<file path="src/pkg/bsp_regs.svh">
// named constants of the sensorless bldc control and protection block
`ifndef BSP_REGS_SVH
`define BSP_REGS_SVH
`define BSP_CLK_HZ        100000000
`define BSP_CARRIER_US    100
`define BSP_TICK_US       1000
`define BSP_TMR_HZ        93750
`define BSP_RPM_NUM       (60 * `BSP_TMR_HZ / 6)
`define BSP_PI_MS         5
`define BSP_TIMEOUT_MS    20
`define BSP_OVERSPEED_RPM 16'h80E8
`define BSP_VDC_FULL_MV   26000
`define BSP_ADC_FULL      10'h3FF
`define BSP_OV_MV         24000
`define BSP_OV_CODE       (`BSP_OV_MV * 1023 / `BSP_VDC_FULL_MV)
`define BSP_GAIN_Q        16'hA7C6
`define BSP_GAIN_FRAC     32
`define BSP_VMAX_V        26
`define BSP_DEBOUNCE_MS   20
`define BSP_LONG_MS       1000
`define BSP_SPD_MIN       16'h0FA0
`define BSP_SPD_MAX       16'h7530
`define BSP_SPD_STEP      16'h07D0
`define BSP_PIN_IDLE      7'h70
`define BSP_PAT_NONE      3'h0
`define BSP_PAT_ALL       3'h7
`define BSP_E_PRE         0
`define BSP_E_OC          1
`define BSP_E_OS          2
`define BSP_E_TO          3
`define BSP_E_PAT         4
`define BSP_E_OV          5
`define BSP_E_W           6
`endif

</file>
<file path="src/pkg/bsp_pkg.sv">
// types of the sensorless bldc control and protection block
`default_nettype none
package bsp_pkg;
    typedef enum logic [0:0] {BSP_IDLE, BSP_RUN} bsp_run_t;
    typedef logic [15:0] bsp_rpm_t;
    typedef logic [2:0]  bsp_pat_t;
endpackage : bsp_pkg
`default_nettype wire

</file>
<file path="src/rtl/bsp_divider.sv">
// serial restoring divider used for the speed calculation
`default_nettype none
module bsp_divider #(
    parameter int NW = 20,
    parameter int DW = 16
) (
    input  wire logic          clock,
    input  wire logic          reset,
    input  wire logic          start,
    input  wire logic [NW-1:0] numer,
    input  wire logic [DW-1:0] denom,
    output logic               done,
    output logic [NW-1:0]      quot
);
    localparam int CW = $clog2(NW + 1);
    logic [DW:0]   rem_ff;
    logic [NW-1:0] q_ff;
    logic [DW-1:0] den_ff;
    logic [CW-1:0] cnt_ff;
    logic          busy_ff;
    logic          done_ff;
    // one quotient bit per cycle; a zero divisor yields all ones
    wire logic [DW:0] trial = {rem_ff[DW-1:0], q_ff[NW-1]};
    wire logic        fits  = trial >= {1'b0, den_ff};

    always_ff @(posedge clock or posedge reset) begin
        if (reset) begin
            rem_ff  <= '0;
            q_ff    <= '0;
            den_ff  <= '0;
            cnt_ff  <= '0;
            busy_ff <= 1'b0;
            done_ff <= 1'b0;
        end else begin
            done_ff <= 1'b0;
            if (start) begin
                rem_ff  <= '0;
                q_ff    <= numer;
                den_ff  <= denom;
                cnt_ff  <= CW'(NW);
                busy_ff <= 1'b1;
            end else if (busy_ff) begin
                rem_ff <= fits ? trial - {1'b0, den_ff} : trial;
                q_ff   <= {q_ff[NW-2:0], fits};
                cnt_ff <= cnt_ff - CW'(1);
                if (cnt_ff == CW'(1)) begin
                    busy_ff <= 1'b0;
                    done_ff <= 1'b1;
                end
            end
        end
    end

    assign done = done_ff;
    assign quot = q_ff;
endmodule : bsp_divider
`default_nettype wire

</file>
<file path="src/rtl/bsp_core.sv">
// sensorless 120 degree bldc commutation, speed control and protection
`include "bsp_regs.svh"
`default_nettype none
module bsp_core #(
    parameter int CARRIER_CYC = `BSP_CLK_HZ / 1000000 * `BSP_CARRIER_US,
    parameter int TICK_CYC    = `BSP_CLK_HZ / 1000000 * `BSP_TICK_US,
    parameter int DEBOUNCE_MS = `BSP_DEBOUNCE_MS,
    parameter int LONG_MS     = `BSP_LONG_MS,
    parameter int AVG_LOG     = 2
) (
    input  wire logic       clock,
    input  wire logic       reset,
    input  wire logic       startStopButtonN,
    input  wire logic       predriverFaultA,
    input  wire logic       predriverFaultB,
    input  wire logic       overcurrentIrq,
    input  wire logic       cmpU,
    input  wire logic       cmpV,
    input  wire logic       cmpW,
    input  wire logic [9:0] busVoltage,
    input  wire logic       busVoltageValid,
    input  wire logic       clearErrors,
    output logic [5:0]      phaseDrive,
    output logic [5:0]      driveOeN,
    output logic            motorRunning,
    output bsp_pkg::bsp_rpm_t speedCmd,
    output bsp_pkg::bsp_rpm_t speedRpm,
    output logic [15:0]     voltageCmd,
    output logic [9:0]      busVoltageHeld,
    output logic [5:0]      errorFlags
);
    import bsp_pkg::*;
    localparam int CCW = $clog2(CARRIER_CYC);
    localparam int MCW = $clog2(TICK_CYC);
    localparam int DBW = $clog2(DEBOUNCE_MS + 1);
    localparam int HW  = $clog2(LONG_MS + 1);
    localparam int AN  = 1 << AVG_LOG;
    localparam logic [26:0] TMR_INC = 27'(`BSP_TMR_HZ);
    localparam logic [26:0] CLK_MOD = 27'(`BSP_CLK_HZ);
    localparam logic signed [47:0] VMAX_Q = 48'(`BSP_VMAX_V) <<< `BSP_GAIN_FRAC;

    //--------------------------------------------------------------
    // pin synchronisers
    //--------------------------------------------------------------
    logic [6:0] pinMeta_ff;
    logic [6:0] pinSync_ff;
    always_ff @(posedge clock or posedge reset) begin
        if (reset) begin
            pinMeta_ff <= `BSP_PIN_IDLE;
            pinSync_ff <= `BSP_PIN_IDLE;
        end else begin
            pinMeta_ff <= {startStopButtonN, predriverFaultA, predriverFaultB,
                           overcurrentIrq, cmpU, cmpV, cmpW};
            pinSync_ff <= pinMeta_ff;
        end
    end
    wire logic     rawPress = !pinSync_ff[6];
    wire logic     faultA   = pinSync_ff[5];
    wire logic     faultB   = pinSync_ff[4];
    wire logic     ocSync   = pinSync_ff[3];
    wire bsp_pat_t cmpPat   = pinSync_ff[2:0];

    //--------------------------------------------------------------
    // tick dividers and free-running capture timer
    //--------------------------------------------------------------
    logic [CCW-1:0] carCnt_ff;
    logic [MCW-1:0] msCnt_ff;
    logic [26:0]    phase_ff;
    logic [15:0]    timer_ff;
    wire logic carrierTick = carCnt_ff == CCW'(CARRIER_CYC - 1);
    wire logic msTick      = msCnt_ff == MCW'(TICK_CYC - 1);
    wire logic [26:0] phaseSum = phase_ff + TMR_INC;
    wire logic tmrEn = phaseSum >= CLK_MOD;
    always_ff @(posedge clock or posedge reset) begin
        if (reset) begin
            carCnt_ff <= '0;
            msCnt_ff  <= '0;
            phase_ff  <= '0;
            timer_ff  <= '0;
        end else begin
            carCnt_ff <= carrierTick ? '0 : carCnt_ff + CCW'(1);
            msCnt_ff  <= msTick ? '0 : msCnt_ff + MCW'(1);
            phase_ff  <= tmrEn ? phaseSum - CLK_MOD : phaseSum;
            if (tmrEn) timer_ff <= timer_ff + 16'h0001;
        end
    end

    //--------------------------------------------------------------
    // button debounce and press classification, sampled each 1 ms
    //--------------------------------------------------------------
    logic           btnDown_ff;
    logic [DBW-1:0] dbCnt_ff;
    logic [HW-1:0]  holdCnt_ff;
    wire logic dbFlip = msTick && rawPress != btnDown_ff
                        && dbCnt_ff == DBW'(DEBOUNCE_MS - 1);
    // a release on the very tick that reaches the long threshold counts as long
    wire logic shortPress = dbFlip && btnDown_ff && holdCnt_ff < HW'(LONG_MS - 1);
    wire logic longPress  = msTick && btnDown_ff
                            && holdCnt_ff == HW'(LONG_MS - 1);
    always_ff @(posedge clock or posedge reset) begin
        if (reset) begin
            btnDown_ff <= 1'b0;
            dbCnt_ff   <= '0;
            holdCnt_ff <= '0;
        end else if (msTick) begin
            dbCnt_ff   <= (rawPress == btnDown_ff || dbFlip) ? '0 : dbCnt_ff + DBW'(1);
            btnDown_ff <= dbFlip ? rawPress : btnDown_ff;
            if (!btnDown_ff) holdCnt_ff <= '0;
            else if (holdCnt_ff != HW'(LONG_MS)) holdCnt_ff <= holdCnt_ff + HW'(1);
        end
    end

    //--------------------------------------------------------------
    // commutation pattern tracking
    //--------------------------------------------------------------
    function automatic bsp_pat_t nextPat(input bsp_pat_t p);
        case (p)
            3'h1:    nextPat = 3'h3;
            3'h3:    nextPat = 3'h2;
            3'h2:    nextPat = 3'h6;
            3'h6:    nextPat = 3'h4;
            3'h4:    nextPat = 3'h5;
            3'h5:    nextPat = 3'h1;
            default: nextPat = `BSP_PAT_NONE;
        endcase
    endfunction : nextPat

    // gate order up un vp vn wp wn
    function automatic logic [5:0] gateMap(input bsp_pat_t p);
        case (p)
            3'h1:    gateMap = 6'h24;
            3'h3:    gateMap = 6'h21;
            3'h2:    gateMap = 6'h09;
            3'h6:    gateMap = 6'h18;
            3'h4:    gateMap = 6'h12;
            3'h5:    gateMap = 6'h06;
            default: gateMap = 6'h00;
        endcase
    endfunction : gateMap

    bsp_run_t    state_ff;
    bsp_run_t    nxt_state;
    logic        motorRun_ff;
    bsp_pat_t    curPat_ff;
    logic [15:0] lastCap_ff;
    logic [15:0] diff_ff;
    logic        divStart_ff;
    wire logic patBad   = cmpPat == `BSP_PAT_NONE || cmpPat == `BSP_PAT_ALL;
    wire logic patMoved = motorRun_ff && carrierTick && cmpPat != curPat_ff;
    wire logic commEv   = patMoved && !patBad
                          && (curPat_ff == `BSP_PAT_NONE || cmpPat == nextPat(curPat_ff));
    wire logic patErr   = motorRun_ff && (patBad || (patMoved && !commEv));

    //--------------------------------------------------------------
    // error detection and latching
    //--------------------------------------------------------------
    logic [5:0]                          errors_ff;
    logic [$clog2(`BSP_TIMEOUT_MS+1)-1:0] toCnt_ff;
    logic [9:0]                          vdc_ff;
    wire logic toErr = msTick && motorRun_ff
                       && toCnt_ff >= 5'(`BSP_TIMEOUT_MS);
    wire logic osErr = msTick && motorRun_ff && speedRpm > `BSP_OVERSPEED_RPM;
    wire logic ovErr = busVoltageValid && busVoltage > 10'(`BSP_OV_CODE);
    wire logic [5:0] errSet = {ovErr, patErr, toErr, osErr, ocSync,
                               !(faultA && faultB)};
    wire logic [5:0] nxt_errors = (clearErrors ? 6'h00 : errors_ff) | errSet;
    wire logic stopNow = |nxt_errors;
    wire logic startReq = shortPress && state_ff == BSP_IDLE;
    wire logic stepReq  = shortPress && state_ff == BSP_RUN;

    always_comb begin
        case (state_ff)
            BSP_IDLE: nxt_state = (startReq && !stopNow) ? BSP_RUN : BSP_IDLE;
            BSP_RUN:  nxt_state = (stopNow || longPress) ? BSP_IDLE : BSP_RUN;
            default:  nxt_state = BSP_IDLE;
        endcase
    end

    always_ff @(posedge clock or posedge reset) begin
        if (reset) begin
            state_ff    <= BSP_IDLE;
            motorRun_ff <= 1'b0;
            errors_ff   <= 6'h00;
            vdc_ff      <= 10'h000;
            toCnt_ff    <= '0;
            phaseDrive  <= 6'h00;
            driveOeN    <= 6'h00;
            speedCmd    <= `BSP_SPD_MIN;
        end else begin
            state_ff    <= nxt_state;
            motorRun_ff <= nxt_state == BSP_RUN;
            errors_ff   <= nxt_errors;
            if (busVoltageValid) vdc_ff <= busVoltage;
            if (!motorRun_ff || commEv) toCnt_ff <= '0;
            else if (msTick && toCnt_ff != 5'(`BSP_TIMEOUT_MS)) toCnt_ff <= toCnt_ff + 5'(1);
            phaseDrive <= (motorRun_ff && !stopNow) ? gateMap(curPat_ff) : 6'h00;
            driveOeN   <= {6{nxt_errors[`BSP_E_OC]}};
            if (stepReq) speedCmd <= (speedCmd >= `BSP_SPD_MAX) ? `BSP_SPD_MIN
                                                                : speedCmd + `BSP_SPD_STEP;
        end
    end

    //--------------------------------------------------------------
    // interval capture and speed calculation
    //--------------------------------------------------------------
    logic        divDone;
    logic [19:0] divQuot;
    always_ff @(posedge clock or posedge reset) begin
        if (reset) begin
            curPat_ff   <= `BSP_PAT_NONE;
            lastCap_ff  <= 16'h0000;
            diff_ff     <= 16'h0000;
            divStart_ff <= 1'b0;
        end else begin
            divStart_ff <= commEv;
            if (!motorRun_ff) curPat_ff <= `BSP_PAT_NONE;
            else if (commEv) begin
                curPat_ff  <= cmpPat;
                lastCap_ff <= timer_ff;
                diff_ff    <= timer_ff - lastCap_ff;
            end
        end
    end

    bsp_divider #(.NW(20), .DW(16)) uDiv (
        .clock (clock),
        .reset (reset),
        .start (divStart_ff),
        .numer (20'(`BSP_RPM_NUM)),
        .denom (diff_ff),
        .done  (divDone),
        .quot  (divQuot)
    );

    //--------------------------------------------------------------
    // moving average of the speed
    //--------------------------------------------------------------
    logic [15:0]         avgMem [AN];
    logic [AVG_LOG-1:0]  avgIdx_ff;
    logic [15+AVG_LOG:0] avgSum_ff;
    wire logic [15:0] speedRaw = (|divQuot[19:16]) ? 16'hFFFF : divQuot[15:0];
    wire logic [15+AVG_LOG:0] nxt_avgSum = avgSum_ff - (15+AVG_LOG+1)'(avgMem[avgIdx_ff])
                                           + (15+AVG_LOG+1)'(speedRaw);
    always_ff @(posedge clock or posedge reset) begin
        if (reset) begin
            for (int i = 0; i < AN; i++) avgMem[i] <= 16'h0000;
            avgIdx_ff <= '0;
            avgSum_ff <= '0;
            speedRpm  <= 16'h0000;
        end else if (!motorRun_ff) begin
            for (int i = 0; i < AN; i++) avgMem[i] <= 16'h0000;
            avgIdx_ff <= '0;
            avgSum_ff <= '0;
            speedRpm  <= 16'h0000;
        end else if (divDone) begin
            avgMem[avgIdx_ff] <= speedRaw;
            avgIdx_ff <= avgIdx_ff + AVG_LOG'(1);
            avgSum_ff <= nxt_avgSum;
            speedRpm  <= nxt_avgSum[15+AVG_LOG:AVG_LOG];
        end
    end

    //--------------------------------------------------------------
    // incremental pi speed controller
    //--------------------------------------------------------------
    logic [2:0]          piCnt_ff;
    logic signed [17:0]  prevErr_ff;
    logic signed [47:0]  acc_ff;
    wire logic piFire = msTick && piCnt_ff == 3'(`BSP_PI_MS - 1);
    wire logic signed [17:0] spdErr = $signed({2'b00, speedCmd}) - $signed({2'b00, speedRpm});
    // kp and ki are equal, so kp*(e - e_prev) + ki*e = gain*(2e - e_prev)
    wire logic signed [19:0] piMix = 20'(spdErr) + 20'(spdErr) - 20'(prevErr_ff);
    wire logic signed [36:0] piTerm = piMix * $signed({1'b0, `BSP_GAIN_Q});
    wire logic signed [47:0] accSum = acc_ff + 48'(piTerm);
    wire logic signed [47:0] accNext = accSum < 0 ? 48'sh0 : (accSum > VMAX_Q ? VMAX_Q : accSum);
    always_ff @(posedge clock or posedge reset) begin
        if (reset) begin
            piCnt_ff   <= 3'h0;
            prevErr_ff <= 18'sh0;
            acc_ff     <= 48'sh0;
            voltageCmd <= 16'h0000;
        end else if (!motorRun_ff) begin
            piCnt_ff   <= 3'h0;
            prevErr_ff <= 18'sh0;
            acc_ff     <= 48'sh0;
            voltageCmd <= 16'h0000;
        end else if (msTick) begin
            piCnt_ff <= piFire ? 3'h0 : piCnt_ff + 3'h1;
            if (piFire) begin
                prevErr_ff <= spdErr;
                acc_ff     <= accNext;
                voltageCmd <= accNext[`BSP_GAIN_FRAC+7 -: 16];
            end
        end
    end

    assign motorRunning   = motorRun_ff;
    assign errorFlags     = errors_ff;
    assign busVoltageHeld = vdc_ff;
endmodule : bsp_core
`default_nettype wire

</file>
<file path="config.mk">
export PLATFORM = sky130hd
export DESIGN_NAME = bsp_core
export DESIGN_NICKNAME = d
export VERILOG_FILES = /design/src/pkg/bsp_pkg.sv /design/src/rtl/bsp_divider.sv /design/src/rtl/bsp_core.sv
export VERILOG_INCLUDE_DIRS = /design/src /design/src/pkg
export SDC_FILE = /design/constraint.sdc
export NUM_CORES = 2
export LEC_CHECK = 0
export BUFFER_PORTS_ARGS = -buffer_cell sky130_fd_sc_hd__buf_2
export CAP_MARGIN = 0
export CORE_ASPECT_RATIO = 0.75
export CORE_UTILIZATION = 50
export DETAILED_ROUTE_END_ITERATION = 12
export HOLD_SLACK_MARGIN = 0.08
export PLACE_DENSITY = 0.66
export SYNTH_ARGS = -nofsm -noshare
export SYNTH_HDL_FRONTEND = slang
export SYNTH_SLANG_ARGS = --single-unit
export TNS_END_PERCENT = 1
</file>
<file path="constraint.sdc">
create_clock -name clock -period 17.6 [get_ports clock]
set_clock_uncertainty 0.1 [all_clocks]
set_input_delay 1.76 -clock clock [delete_from_list [all_inputs] [get_ports clock]]
set_output_delay 1.76 -clock clock [all_outputs]
set_load 0.01 [all_outputs]
</file>
==> run_results.csv <==
group,metric,value,unit
worst_setup_path,crit_top_cell,"o21ai_0",
detailed_routing,met1_length,34600,um
sta,fmax,71.9,MHz
floorplanning,initial_core_util,0.510,
global_routing,grt_use_total,0.230,
worst_setup_path,end_kind,"flop",
detailed_routing,first_pass_iters,5,
synthesis,synth-xor-area-share,0.0674,
power_and_ir_drop,leakage,16.1,nW
global_routing,grt_pass1_vias,22800,
detailed_routing,met3_wirelength,3310,um
sta,period_share,0.790,
sta,worstMarginPinSlew,1.21,ns
clock_network,cts_max_path_buffers,3,
sta,setup_viol,0,
synthesis,synth-simple-area-share,0.145,
detailed_routing,highest_layer,"met4",
synthesis,syn_avg_cell_area,9.17,sq um
clock_network,numClockSinks,388,
floorplanning,dieArea,61500,sq um
power_and_ir_drop,p_per_area,57.8,nW/um^2
synthesis,ys_ff_latch,388,
sta,period_minus_slack,13.90,ns
sta,setup_tns,0,ns
global_routing,grt_pass1_wl,117000,um
synthesis,synth_top_family_by_area,"adder cells",
clock_network,root_buffer,"clkbuf_16",
clock_network,ctsHoldBuffers,0,
synthesis,synth_fa_ha_area_frac,0.215,
clock_network,cts_setup_buffers,0,
clock_network,htreeDepth,2,
layout,drive_above_1_share,0.0872,
synthesis,async_flop_share,1.00,
sta,slew_headroom,0.192,
worst_setup_path,max_stage_delay,0.79,ns
floorplanning,die_w,286,um
synthesis,synth-main-ff-cell,"dfrtp_1",
detailed_routing,met2_length,30500,um
detailed_routing,drtIter0Drc,1317,
place,gp_congestion,0.880,
clock_network,cts_tree,"yes",
global_routing,antenna_found_initial,1,
global_routing,grt_max_degree,102,
layout,area.growth.synth_to_final,8.24,%
floorplanning,fp.dieH,215,um
flow_run,drv_cap,0,
synthesis,synth_warnings,0,
sta,setup_ws,3.70,ns
detailed_routing,wl,70000,um
synthesis,syn_area,30300,sq um
synthesis,synth_compound_area_frac,0.146,
worst_setup_path,cp.required,17.99,ns
sta,fin_hold_ws,0.248,ns
layout,mostFrequentLayoutCell,"inv_1",
worst_setup_path,critPathKind,"reg -> reg",
sta,slew_violations,0,
layout,final_nets,3782,
detailed_routing,num_vias,23200,
place,hpwl,52200,um
clock_network,insertion_delay,0.59,ns
worst_setup_path,cpMaxStageDelayCell,"o21ai_1",
clock_network,cts_buffers,43,
worst_setup_path,crit_arrival,14.29,ns
sta,rsz0062_at_grt,"false",
hold_path,min_path_type,"reg -> reg",
synthesis,synth_cell_types,89,
place,pre_cts_ws,3.83,ns
detailed_routing,route.detailed.drc,0,
detailed_routing,viasPerCell,5.58,
synthesis,synth-edff-count,0,
layout,layout_common_cells,"inv_1, dfrtp_1, nand2_1, ha_1, o21ai_0",
power_and_ir_drop,finalPower,1.89,mW
layout,antennaDiodeCount,0,
floorplanning,io_pins,98,
clock_network,cts_resized,0,
synthesis,netlist_instances,3300,
sta,hold_violations,0,
floorplanning,fp-row-count,77,
worst_setup_path,crit_path_start_kind,"flop",
synthesis,synthMuxAreaShare,0.0350,
power_and_ir_drop,peakVddDrop,58.7,uV
global_routing,grt-ovfl-total,0,
worst_setup_path,path_max_fanout,34,
detailed_routing,ant_nets,0,
clock_network,clkSlewWorstSetupHoldPaths,0.06,ns
synthesis,yosysSeqAreaShare,0.321,
outcome,status,"completed",
floorplanning,core,59300,sq um
detailed_routing,wire_per_inst,16.9,um
place,io_buffers,93,
[worst max-delay path, delay by kind of cell, from the launching register on]
kind	cells	cell delay [ns]
and+or+nand+nor	7	1.67
AOI/OAI and AO/OA	22	5.66
xor gates and xnor gates	3	0.45
buffers and inverters	8	1.37
adders and majority gates	9	4.03
DFF	1	0.48
[final cells by class]
class / instances / area, sq um
Sequential cell: 388 / 9730
Clock buffer: 55 / 1170
Inverter: 376 / 1420
Fill cell: 5292 / 26600
Multi-Input combinational cell: 2397 / 18500
Clock inverter: 25 / 309
Timing Repair Buffer: 121 / 676
Tap cell: 790 / 988
[flip-flops by register name, summed over array words and instances, names as in the netlist, 14 cells and up]
| name | count |
|---|---|
| phase_ff | 26 |
| msCnt_ff | 17 |
| uDiv.quot | 20 |
| speedRpm | 16 |
| uDiv.rem_ff | 16 |
| diff_ff | 16 |
| carCnt_ff | 14 |
| timer_ff | 16 |
| avgMem | 64 |
| acc_ff | 31 |
| prevErr_ff | 17 |
| lastCap_ff | 16 |
| uDiv.den_ff | 16 |
| voltageCmd | 15 |
[final timing paths]
| kind | from | cells after the start | endpoint | slack [ns] |
|---|---|---|---|---|
| setup / recovery | speedRpm[0] | 49 | acc_ff[22] | 3.70 |
| hold / removal | pinMeta_ff[3] | 0 | pinSync_ff[3] | 0.25 |
| setup reg to reg | speedRpm[0] | 49 | acc_ff[22] | 3.70 |
| hold reg to reg | pinMeta_ff[3] | 0 | pinSync_ff[3] | 0.25 |
| max in group asynchronous | reset | 4 | phase_ff[17] | 13.97 |
| min in group asynchronous | reset | 2 | acc_ff[7] | 1.24 |
[per-layer routing]
layer  global-route usage  vias to the layer above
met5                    0                        -
met4               0.0578                        0
met3               0.0312                      104
met2                0.347                      524
met1                0.348                    11300
li1                     -                    11300
[cells in the mapped netlist (53+ instances only)]
cell type / number / area share
a21oi_1: 153 / 0.025
clkbuf_1: 83 / 0.010
dfrtp_1: 376 / 0.31
fa_1: 142 / 0.094
ha_1: 292 / 0.12
inv_1: 376 / 0.047
mux2i_1: 53 / 0.018
nand2_1: 334 / 0.041
nand3_1: 78 / 0.013
nor2_1: 239 / 0.030
nor3_1: 64 / 0.011
o21ai_0: 251 / 0.042
xnor2_1: 151 / 0.044
xor2_1: 82 / 0.024
[where the power goes]
group | internal [mW] | switching, mW | total (mW)
sequential | 0.897 | 0.00282 | 0.900
combinational | 0.00940 | 0.0281 | 0.0375
clock | 0.551 | 0.405 | 0.956
[kinds of logic (layout without fill, tap and decap cells)]
family / count (synthesis) / in the layout
buffers and inverters: 520 / 577
DFF: 388 / 388
AOI/OAI and AO/OA: 697 / 697
other: 2 / 7
xor gates and xnor gates: 233 / 233
adders and majority gates: 434 / 434
muxes: 84 / 84
and+or+nand+nor: 942 / 942
[metrics by stage]
step	utilization	std cells	instance area, sq um
5_1_grt	0.552	4152	32800
3_5_place_dp	0.527	4072	31300
6_report	0.552	4152	32800
4_1_cts	0.552	4152	32800
2_1_floorplan	-	3305	30300
3_3_place_gp	0.527	4072	31300
Power figures use the tool's default switching activity.
